==> config.mk <==
export PLATFORM = sky130hd
export DESIGN_NAME = dio_top
export DESIGN_NICKNAME = d
export VERILOG_FILES = /design/src/rtl/dio_pkg.sv /design/src/rtl/dio_top.sv
export SDC_FILE = /design/constraint.sdc
export NUM_CORES = 1
export LEC_CHECK = 0
export ABC_CLOCK_PERIOD_IN_PS = 2900
export BUFFER_PORTS_ARGS = -buffer_cell sky130_fd_sc_hd__buf_2
export CAP_MARGIN = 20
export CORE_MARGIN = 2
export CORE_UTILIZATION = 25
export DETAILED_ROUTE_END_ITERATION = 8
export PLACE_DENSITY = 0.44
export SYNTH_ARGS = -nofsm -noshare
export SYNTH_HDL_FRONTEND = slang
export SYNTH_SLANG_ARGS = --single-unit
export TNS_END_PERCENT = 30
==> constraint.sdc <==
create_clock -name sys_clk_i -period 2.9 [get_ports sys_clk_i]
set_input_delay 0.435 -clock sys_clk_i [delete_from_list [all_inputs] [get_ports sys_clk_i]]
set_output_delay 0.435 -clock sys_clk_i [all_outputs]
set_load 0.02 [all_outputs]
==> src/rtl/dio_pkg.sv <==
/*
 * constants for the digital pin block: register offsets, field
 * positions, reset values.
 * assumes a 32-bit avalon-mm slave with byte addresses.
 */
package dio_pkg;
    localparam logic [7:0] OFS_FUNC  = 8'h00;
    localparam logic [7:0] OFS_DIR   = 8'h04;
    localparam logic [7:0] OFS_PIN   = 8'h08;
    localparam logic [7:0] OFS_SET   = 8'h0C;
    localparam logic [7:0] OFS_CLR   = 8'h10;
    localparam logic [7:0] OFS_GSEL  = 8'h14;
    localparam logic [7:0] OFS_GPOL  = 8'h18;
    localparam logic [7:0] OFS_GCTL  = 8'h1C;
    localparam logic [7:0] OFS_PSEL  = 8'h20;
    localparam logic [7:0] OFS_PCTL  = 8'h24;
    localparam logic [7:0] OFS_STAT  = 8'h28;
    localparam logic [7:0] OFS_MASK  = 8'h2C;
    localparam logic [7:0] OFS_WAKE  = 8'h30;
    localparam logic [7:0] OFS_PWR   = 8'h34;
    localparam logic [7:0] OFS_PAD0  = 8'h40;
    localparam logic [7:0] OFS_PAD1  = 8'h44;
    localparam logic [7:0] OFS_PAD2  = 8'h48;
    localparam int NUM_PP    = 4;
    localparam int SEL_W     = 5;
    localparam int PAD_W     = 4;
    localparam int PAD_PER_W = 8;
    // pad field bits
    localparam int PAD_DRV   = 0;
    localparam int PAD_PU    = 1;
    localparam int PAD_PD    = 2;
    localparam int PAD_OD    = 3;
    // pattern control fields
    localparam int PC_EN     = 0;
    localparam int PC_POL    = 4;
    localparam int PC_PAT    = 8;
    localparam int PC_MODE   = 12;
    // status bits
    localparam int ST_PP     = 0;
    localparam int ST_PAT    = 4;
    localparam int ST_GRP    = 5;
    localparam int ST_W      = 6;
    // control bits
    localparam int GC_AND    = 0;
    localparam int PW_HOLD   = 0;
    localparam logic [31:0] RST_ZERO = 32'h0000_0000;
    localparam logic [31:0] RST_FUNC = 32'hFFFF_FFFF;
endpackage : dio_pkg

==> src/rtl/dio_top.sv <==
/*
 * digital pin block: pin controller with direction, sense and set,
 * pad settings, pattern and group interrupts, wake and output hold.
 * assumes a power controller that reports sleep, power-down and deep
 * power-down, and pad cells that take the pad settings as levels.
 */
module dio_top #(
    parameter int N_PIN = 22,
    parameter int N_TW  = 2
) (
    input  wire logic              sys_clk_i,
    input  wire logic              rst_b_i,
    input  wire logic              ce_i,
    input  wire logic [7:0]        avs_address_i,
    input  wire logic              avs_read_i,
    input  wire logic              avs_write_i,
    input  wire logic [31:0]       avs_writedata_i,
    input  wire logic [3:0]        avs_byteenable_i,
    output logic [31:0]            avs_readdata_o,
    output logic                   avs_waitrequest_o,
    input  wire logic [N_PIN-1:0]  pin_i,
    output logic [N_PIN-1:0]       pin_o,
    output logic [N_PIN-1:0]       pin_oe_o,
    input  wire logic [N_PIN-1:0]  periph_out_i,
    input  wire logic [N_PIN-1:0]  periph_oe_i,
    output logic [N_PIN-1:0]       periph_in_o,
    output logic [N_PIN*4-1:0]     pad_cfg_o,
    output logic [N_TW-1:0]        tw_mode_o,
    input  wire logic              pwr_sleep_i,
    input  wire logic              pwr_pd_i,
    input  wire logic              pwr_dpd_i,
    output logic                   wake_sleep_o,
    output logic                   wake_pd_o,
    output logic                   reboot_req_o,
    output logic                   irq_o
);
    if (N_PIN < 1 || N_PIN > 24 || N_TW < 1 || N_TW > N_PIN) begin : g_bad
        $error("dio_top: unsupported pin counts");
    end

    localparam int NP = dio_pkg::NUM_PP;
    localparam int SW = dio_pkg::SEL_W;
    localparam int PW = dio_pkg::PAD_W;
    localparam int SB = dio_pkg::ST_W;

    typedef struct packed {
        logic [N_PIN-1:0]          s1;
        logic [N_PIN-1:0]          s2;
        logic [N_PIN-1:0]          s3;
        logic [N_PIN-1:0]          func;
        logic [N_PIN-1:0]          dir;
        logic [N_PIN-1:0]          dout;
        logic [N_PIN-1:0]          gsel;
        logic [N_PIN-1:0]          gpol;
        logic                      gand;
        logic [NP-1:0][SW-1:0]     psel;
        logic [15:0]               pctl;
        logic [SB-1:0]             stat;
        logic [SB-1:0]             mask;
        logic [N_PIN-1:0]          wake;
        logic                      hold_en;
        logic                      hold_act;
        logic                      dpd_seen;
        logic [N_PIN-1:0][PW-1:0]  pad;
        logic [N_PIN-1:0]          po;
        logic [N_PIN-1:0]          poe;
        logic                      ack;
        logic [31:0]               rdata;
        logic                      wk_pd;
        logic                      reboot;
    } dio_state_s;

    dio_state_s st_reg;
    dio_state_s st_next;

    ////////////////////////////////////////////////////////////////////
    // helpers

    function automatic logic [31:0] dio_merge(
        input logic [31:0] old,
        input logic [31:0] wd,
        input logic [3:0]  be
    );
        logic [31:0] r;
        r = old;
        for (int b = 0; b < 4; b++) begin
            if (be[b]) begin
                r[b*8 +: 8] = wd[b*8 +: 8];
            end
        end
        return r;
    endfunction : dio_merge

    function automatic logic [31:0] dio_ext(input logic [N_PIN-1:0] v);
        logic [31:0] r;
        r = 32'h0000_0000;
        r[N_PIN-1:0] = v;
        return r;
    endfunction : dio_ext

    function automatic logic dio_pick(
        input logic [N_PIN-1:0] v,
        input logic [SW-1:0]    idx
    );
        logic r;
        r = 1'b0;
        for (int k = 0; k < N_PIN; k++) begin
            if (idx == SW'(k)) begin
                r = v[k];
            end
        end
        return r;
    endfunction : dio_pick

    ////////////////////////////////////////////////////////////////////
    // pad field views

    logic [N_PIN-1:0] pad_od;
    logic [31:0]      pad_word [3];

    always_comb begin
        for (int k = 0; k < 3; k++) begin
            pad_word[k] = 32'h0000_0000;
        end
        for (int p = 0; p < N_PIN; p++) begin
            pad_od[p] = st_reg.pad[p][dio_pkg::PAD_OD];
            pad_word[p / dio_pkg::PAD_PER_W][(p % dio_pkg::PAD_PER_W)*PW
                +: PW] = st_reg.pad[p];
        end
    end

    ////////////////////////////////////////////////////////////////////
    // interrupt conditions

    logic [NP-1:0]    pp_val;
    logic [NP-1:0]    pp_hit;
    logic             pat_hit;
    logic [N_PIN-1:0] g_term;
    logic             g_hit;
    logic [SB-1:0]    ev;
    logic             pin_act;

    always_comb begin
        for (int i = 0; i < NP; i++) begin
            pp_val[i] = dio_pick(st_reg.s2, st_reg.psel[i]);
            // level condition, polarity bit high means active high
            pp_hit[i] = st_reg.pctl[dio_pkg::PC_EN + i] &
                (pp_val[i] == st_reg.pctl[dio_pkg::PC_POL + i]);
        end
        // all enabled pins equal the pattern value
        pat_hit = (st_reg.pctl[dio_pkg::PC_EN +: NP] != 4'h0) &
            (((pp_val ^ st_reg.pctl[dio_pkg::PC_PAT +: NP]) &
              st_reg.pctl[dio_pkg::PC_EN +: NP]) == 4'h0);
        g_term = ~(st_reg.s2 ^ st_reg.gpol);
        if (st_reg.gand) begin
            g_hit = (st_reg.gsel != '0) &
                (&(g_term | ~st_reg.gsel));
        end else begin
            g_hit = |(g_term & st_reg.gsel);
        end
        ev = '0;
        if (st_reg.pctl[dio_pkg::PC_MODE]) begin
            ev[dio_pkg::ST_PAT] = pat_hit;
        end else begin
            ev[dio_pkg::ST_PP +: NP] = pp_hit;
        end
        ev[dio_pkg::ST_GRP] = g_hit;
        // change on a wake-enabled input pin in pin-controller mode
        pin_act = |((st_reg.s2 ^ st_reg.s3) & st_reg.wake &
            st_reg.func & ~st_reg.dir);
    end

    ////////////////////////////////////////////////////////////////////
    // register bus and state update

    logic        req;
    logic        done;
    logic [31:0] rd_mux;
    logic [31:0] wmerge;

    assign req  = avs_read_i | avs_write_i;
    assign done = req & st_reg.ack;

    always_comb begin
        case (avs_address_i)
            dio_pkg::OFS_FUNC: rd_mux = dio_ext(st_reg.func);
            dio_pkg::OFS_DIR:  rd_mux = dio_ext(st_reg.dir);
            dio_pkg::OFS_PIN:  rd_mux = dio_ext(st_reg.s2);
            dio_pkg::OFS_SET:  rd_mux = dio_ext(st_reg.dout);
            dio_pkg::OFS_CLR:  rd_mux = dio_ext(st_reg.dout);
            dio_pkg::OFS_GSEL: rd_mux = dio_ext(st_reg.gsel);
            dio_pkg::OFS_GPOL: rd_mux = dio_ext(st_reg.gpol);
            dio_pkg::OFS_GCTL: rd_mux = {31'h0000_0000, st_reg.gand};
            dio_pkg::OFS_PSEL: rd_mux = {12'h000, st_reg.psel};
            dio_pkg::OFS_PCTL: rd_mux = {16'h0000, st_reg.pctl};
            dio_pkg::OFS_STAT: rd_mux = {26'h000_0000, st_reg.stat};
            dio_pkg::OFS_MASK: rd_mux = {26'h000_0000, st_reg.mask};
            dio_pkg::OFS_WAKE: rd_mux = dio_ext(st_reg.wake);
            dio_pkg::OFS_PWR:  rd_mux = {30'h0000_0000,
                st_reg.hold_act, st_reg.hold_en};
            dio_pkg::OFS_PAD0: rd_mux = pad_word[0];
            dio_pkg::OFS_PAD1: rd_mux = pad_word[1];
            dio_pkg::OFS_PAD2: rd_mux = pad_word[2];
            default:           rd_mux = 32'h0000_0000;
        endcase
        wmerge = dio_merge(rd_mux, avs_writedata_i, avs_byteenable_i);
    end

    always_comb begin
        logic [31:0] padw;
        logic [N_PIN-1:0] mo;
        logic [N_PIN-1:0] moe;
        logic [31:0]      wout;
        logic [31:0]      wbe;
        padw = 32'h0000_0000;
        // byte lanes of a write, and the output word merged with them
        wbe  = dio_merge(32'h0000_0000, 32'hFFFF_FFFF, avs_byteenable_i);
        wout = dio_merge(dio_ext(st_reg.dout), avs_writedata_i,
            avs_byteenable_i);
        mo   = '0;
        moe  = '0;
        st_next = st_reg;
        // two-flop synchroniser, third stage for change detect
        st_next.s1 = pin_i;
        st_next.s2 = st_reg.s1;
        st_next.s3 = st_reg.s2;
        // one wait state: ack rises after the first cycle of a request
        st_next.ack = req & ~st_reg.ack;
        if (req & ~st_reg.ack) begin
            st_next.rdata = rd_mux;
        end
        if (done && avs_write_i) begin
            case (avs_address_i)
                dio_pkg::OFS_FUNC:
                    st_next.func = wmerge[N_PIN-1:0];
                dio_pkg::OFS_DIR:
                    st_next.dir = wmerge[N_PIN-1:0];
                dio_pkg::OFS_PIN:
                    st_next.dout = wout[N_PIN-1:0];
                dio_pkg::OFS_SET:
                    st_next.dout = st_reg.dout |
                        (avs_writedata_i[N_PIN-1:0] &
                         wbe[N_PIN-1:0]);
                dio_pkg::OFS_CLR:
                    st_next.dout = st_reg.dout &
                        ~(avs_writedata_i[N_PIN-1:0] &
                          wbe[N_PIN-1:0]);
                dio_pkg::OFS_GSEL:
                    st_next.gsel = wmerge[N_PIN-1:0];
                dio_pkg::OFS_GPOL:
                    st_next.gpol = wmerge[N_PIN-1:0];
                dio_pkg::OFS_GCTL:
                    st_next.gand = wmerge[dio_pkg::GC_AND];
                dio_pkg::OFS_PSEL:
                    st_next.psel = wmerge[NP*SW-1:0];
                dio_pkg::OFS_PCTL:
                    st_next.pctl = wmerge[15:0];
                dio_pkg::OFS_MASK:
                    st_next.mask = wmerge[SB-1:0];
                dio_pkg::OFS_WAKE:
                    st_next.wake = wmerge[N_PIN-1:0];
                dio_pkg::OFS_PWR:
                    st_next.hold_en = wmerge[dio_pkg::PW_HOLD];
                dio_pkg::OFS_PAD0,
                dio_pkg::OFS_PAD1,
                dio_pkg::OFS_PAD2: begin
                    padw = wmerge;
                    for (int p = 0; p < N_PIN; p++) begin
                        if (avs_address_i == dio_pkg::OFS_PAD0 +
                            8'((p / dio_pkg::PAD_PER_W) * 4)) begin
                            st_next.pad[p] = padw[(p %
                                dio_pkg::PAD_PER_W)*PW +: PW];
                        end
                    end
                end
                default: ;
            endcase
        end
        // two-wire cells have no pull-down
        for (int p = N_PIN - N_TW; p < N_PIN; p++) begin
            st_next.pad[p][dio_pkg::PAD_PD] = 1'b0;
        end
        // sticky status: a read clears only the bits it reported,
        // so an event after the snapshot is kept; a new event wins
        if (done && avs_read_i && avs_address_i == dio_pkg::OFS_STAT) begin
            st_next.stat = (st_reg.stat & ~st_reg.rdata[SB-1:0]) | ev;
        end else begin
            st_next.stat = st_reg.stat | ev;
        end
        // output drive, open-drain cells drive low only
        for (int p = 0; p < N_PIN; p++) begin
            if (st_reg.func[p]) begin
                mo[p]  = st_reg.dout[p] & ~pad_od[p];
                moe[p] = st_reg.dir[p] &
                    (~pad_od[p] | ~st_reg.dout[p]);
            end else begin
                mo[p]  = periph_out_i[p] & ~pad_od[p];
                moe[p] = periph_oe_i[p] &
                    (~pad_od[p] | ~periph_out_i[p]);
            end
        end
        // hold pads while power-down lasts when asked for
        st_next.hold_act = st_reg.hold_en & pwr_pd_i;
        if (!st_next.hold_act) begin
            st_next.po  = mo;
            st_next.poe = moe;
        end
        // wake from power-down and deep power-down
        st_next.wk_pd = pin_act & (pwr_pd_i | pwr_dpd_i);
        st_next.dpd_seen = st_reg.dpd_seen | pwr_dpd_i;
        st_next.reboot = 1'b0;
        if (st_reg.dpd_seen && pin_act) begin
            st_next.reboot   = 1'b1;
            st_next.dpd_seen = 1'b0;
        end
    end

    always_ff @(posedge sys_clk_i or negedge rst_b_i) begin
        if (!rst_b_i) begin
            st_reg       <= '0;
            st_reg.func  <= dio_pkg::RST_FUNC[N_PIN-1:0];
        end else if (ce_i) begin
            st_reg <= st_next;
        end
    end

    ////////////////////////////////////////////////////////////////////
    // outputs

    assign avs_waitrequest_o = req & ~st_reg.ack;
    assign avs_readdata_o    = st_reg.rdata;
    assign pin_o             = st_reg.po;
    assign pin_oe_o          = st_reg.poe;
    assign periph_in_o       = st_reg.s2;
    assign pad_cfg_o         = st_reg.pad;
    assign tw_mode_o         = pad_od[N_PIN-1 -: N_TW];
    assign irq_o             = |(st_reg.stat & st_reg.mask);
    assign wake_sleep_o      = pwr_sleep_i &
        |(st_reg.stat[dio_pkg::ST_PAT:0] &
          st_reg.mask[dio_pkg::ST_PAT:0]);
    assign wake_pd_o         = st_reg.wk_pd;
    assign reboot_req_o      = st_reg.reboot;

endmodule : dio_top

==> results by group <==
Logic synthesis
  • Ys Warns: 0
  • Synth top area share: 0.436
  • Sequential-to-total area share from yosys stat: 0.461
  • Main synth FF type: dfrtp_1
  • Synth area leader: dfrtp_1
  • Library cells used by synthesis: 83
  • Synth top area cells: dfrtp_1, mux2_2, buf_4, nand2_1, o21ai_0
  • Synthesized netlist cell count: 2349
  • Syn_area_per_cell: 9.61 um^2
  • Flops & latches, synth: 415
  • Number of flops mapped to enable cells by yosys: 0
  • Synthesized area: 0.0226 mm^2
  • Asr flop ratio synth: 1.00

Power
  • Worst VDD drop: 480 uV
  • LEAKAGE: 12.4 nW
  • Cell Pwr Density: 559 mW/mm^2

Clock network
  • CTS max path bufs: 3
  • CTS Buf Count: 54
  • Clk_lat worst skew: 0.64 ns
  • Clk root buf: clkbuf_16
  • Clock Sinks: 415
  • Postcts setup bufs: 0
  • Clock transition at path regs: 0.06 ns
  • Htree depth: 2
  • CTS tree: built

Route
  • 1st-iter DRT viols: 1957
  • Uppermost layer routed: met5
  • Vias/cell: 5.17
  • DR vias: 19835
  • Antenna Nets Post-Route: 0
  • Routed wire length per instance: 27.5 um
  • DRC: 0
  • Pre-antenna DRT Iters: 6
  • Met3 wire len: 7420 um
  • Routed wire length: 106000 um
  • Metal2 WL: 47500 um
  • WL met1: 47000 um

Setup path
  • Worst R2R Path Depth: 9
  • Setup crit end kind: flop
  • Startpoint types: flop
  • R2R Setup Slk: 0.07 ns
  • CP Data Required Time: 3.37 ns
  • Worst Path Max Fanout: 4
  • RR Endpoint: reboot_req_o$_DFFE_PN0P_
  • Crit path DAT: 3.30 ns
  • Reg2reg start: periph_in_o[4]$_DFFE_PN0P_
  • WS Path Type: reg2reg

Hold path
  • Hold EP: st_next[388]$_DFFE_PN0P_
  • Hold Crit Class: in2reg
  • Hold wc startpoint: pin_i[15]
  • Hold Path Stages: 2

GRT
  • Largest net degree at the start of global routing: 74
  • Number of global-route vias before repair: 19733
  • Initial antenna violation count: 5
  • Total congestion overflow: 0
  • All-Layer GR Usage: 0.222
  • First-pass GRT wire length: 150000 um

STA
  • Final period utilization: 0.976
  • Slew headroom: 0.333
  • Min Tclk post-route: 2.83 ns
  • WHS: 0.0516 ns
  • Final Setup Violations: 0
  • Final Slew Violations: 0
  • Fin Setup TNS: 0 ns
  • Final hold violations: 0
  • Unrepaired setup endpoints after global routing: no
  • Highest clock rate: 0.353 GHz
  • Worst Max-Slew Pin Slew: 0.973 ns
  • Clock skew: 0.0417 ns
  • Setup slack after layout: 0.0707 ns

Final layout
  • Area Growth Syn to Fin: 22.7%
  • Fin area: 0.0277 mm^2
  • FILL cells: 9363
  • Register area: 0.0104 mm^2
  • Nets: 2736
  • Area occupied by multi-input gates: 0.00992 mm^2
  • Leading cell type in the layout, fill and taps excluded: dfrtp_1
  • Core Util, Final: 0.309
  • Share of post-route cells with drive strength above 1: 0.329
  • Max reg flops: 207
  • Most frequent cells in the layout: dfrtp_1, nand2_1, buf_2

Floorplan
  • Io pins: 311
  • DIE WIDTH: 305 um
  • Num rows: 110
  • Starting density of the core: 0.252
  • Die Span Y: 305 um
  • Die area: 0.0927 mm^2
  • Core box area: 0.0897 mm^2

Placement
  • Worst slack at placement: -0.296 ns
  • Port bufs: 308
  • RePlAce Congestion: 0.946
  • Dpl hpwl: 81800 um
  • Area after DPL: 0.0258 mm^2

Outcome
  • Run status: finished clean

Job
  • Max Cap Viol: 0
==> cell usage after synthesis (26+ instances only) <==
cell	instances
a22o_1	32
mux2_2	165
a21oi_1	71
inv_1	56
clkbuf_1	114
o21ai_0	231
nand2_1	361
a22oi_1	39
nor3_1	31
nor2_1	96
buf_2	33
buf_4	192
o31ai_1	26
dfrtp_1	393
a222oi_1	37
mux2i_1	62
==> per-stage QoR <==
step / power, W / cells
after global routing: 0.0161 / 3840
after CTS: 0.0157 / 3839
after detailed placement: 0.00841 / 3737
after global placement: 0.00839 / 3737
after floorplan: 0.00735 / 2350
final: 0.0155 / 3840
==> timing repair <==
| item | 4_1_cts | 5_1_grt |
|---|---|---|
| hold buffers | 1 | 0 |
| gates resized for setup | 0 | 4 |
| endpoints found under the hold margin | 47 | 0 |
| endpoints found under the setup margin | 0 | 4 |
==> where the power goes <==
part           internal (W)  total [W]  switching [W]  leakage [nW]
logic              0.000741    0.00199        0.00125          6.10
clock network       0.00429    0.00718        0.00289         0.930
registers           0.00603    0.00631       0.000278          5.40
total                0.0111     0.0155        0.00442          12.4
==> worst max-delay path, stage by stage (launching register included) <==
cell and delay, ns:
dfrtp_1 0.48, xnor2_1 0.34, nor3_1 0.11, buf_4 0.18
nor4_1 0.46, buf_4 0.21, nand4_1 0.15, o41ai_1 0.41
buf_4 0.24, o22ai_1 0.10
==> routing by layer <==
layer	global-route usage	up-vias
met5	0	-
met4	0.0705	6
li1	-	8773
met2	0.352	897
met1	0.303	9987
met3	0.0435	172
==> kinds of logic after synthesis <==
kind of cell | synth area share
compound gates | 0.176
xor+xnor | 0.0190
buf+inv | 0.102
flops | 0.461
mux | 0.111
other cells | 0.000166
simple gates | 0.131
==> cell type report <==
class,instances,share of cell area
sequential,415,0.376
multi-input combinational,1528,0.358
timing repair buffer,561,0.136
clock buffer,76,0.0562
tap,1176,0.0531
clock inverter,25,0.0123
inverter,58,0.00786
antenna,1,0.0000904
==> worst max-delay path by stage <==
stage                                startpoint                   endpoint  slack, ns  cells past startpoint
floorplan                      avs_address_i[5]    st_reg[208]$_DFFE_PN0P_       0.43                     11
global placement               avs_address_i[3]    st_reg[229]$_DFFE_PN0P_      -0.30                     12
detailed placement             avs_address_i[5]  pad_cfg_o[41]$_DFFE_PN0P_      -0.30                     10
CTS                 periph_in_o[18]$_DFFE_PN0P_    st_reg[167]$_DFFE_PN0P_       0.08                      9
global route        periph_in_o[19]$_DFFE_PN0P_   reboot_req_o$_DFFE_PN0P_      0.001                      8
finish               periph_in_o[4]$_DFFE_PN0P_   reboot_req_o$_DFFE_PN0P_       0.07                      9
(Power assumes the default switching activity.)
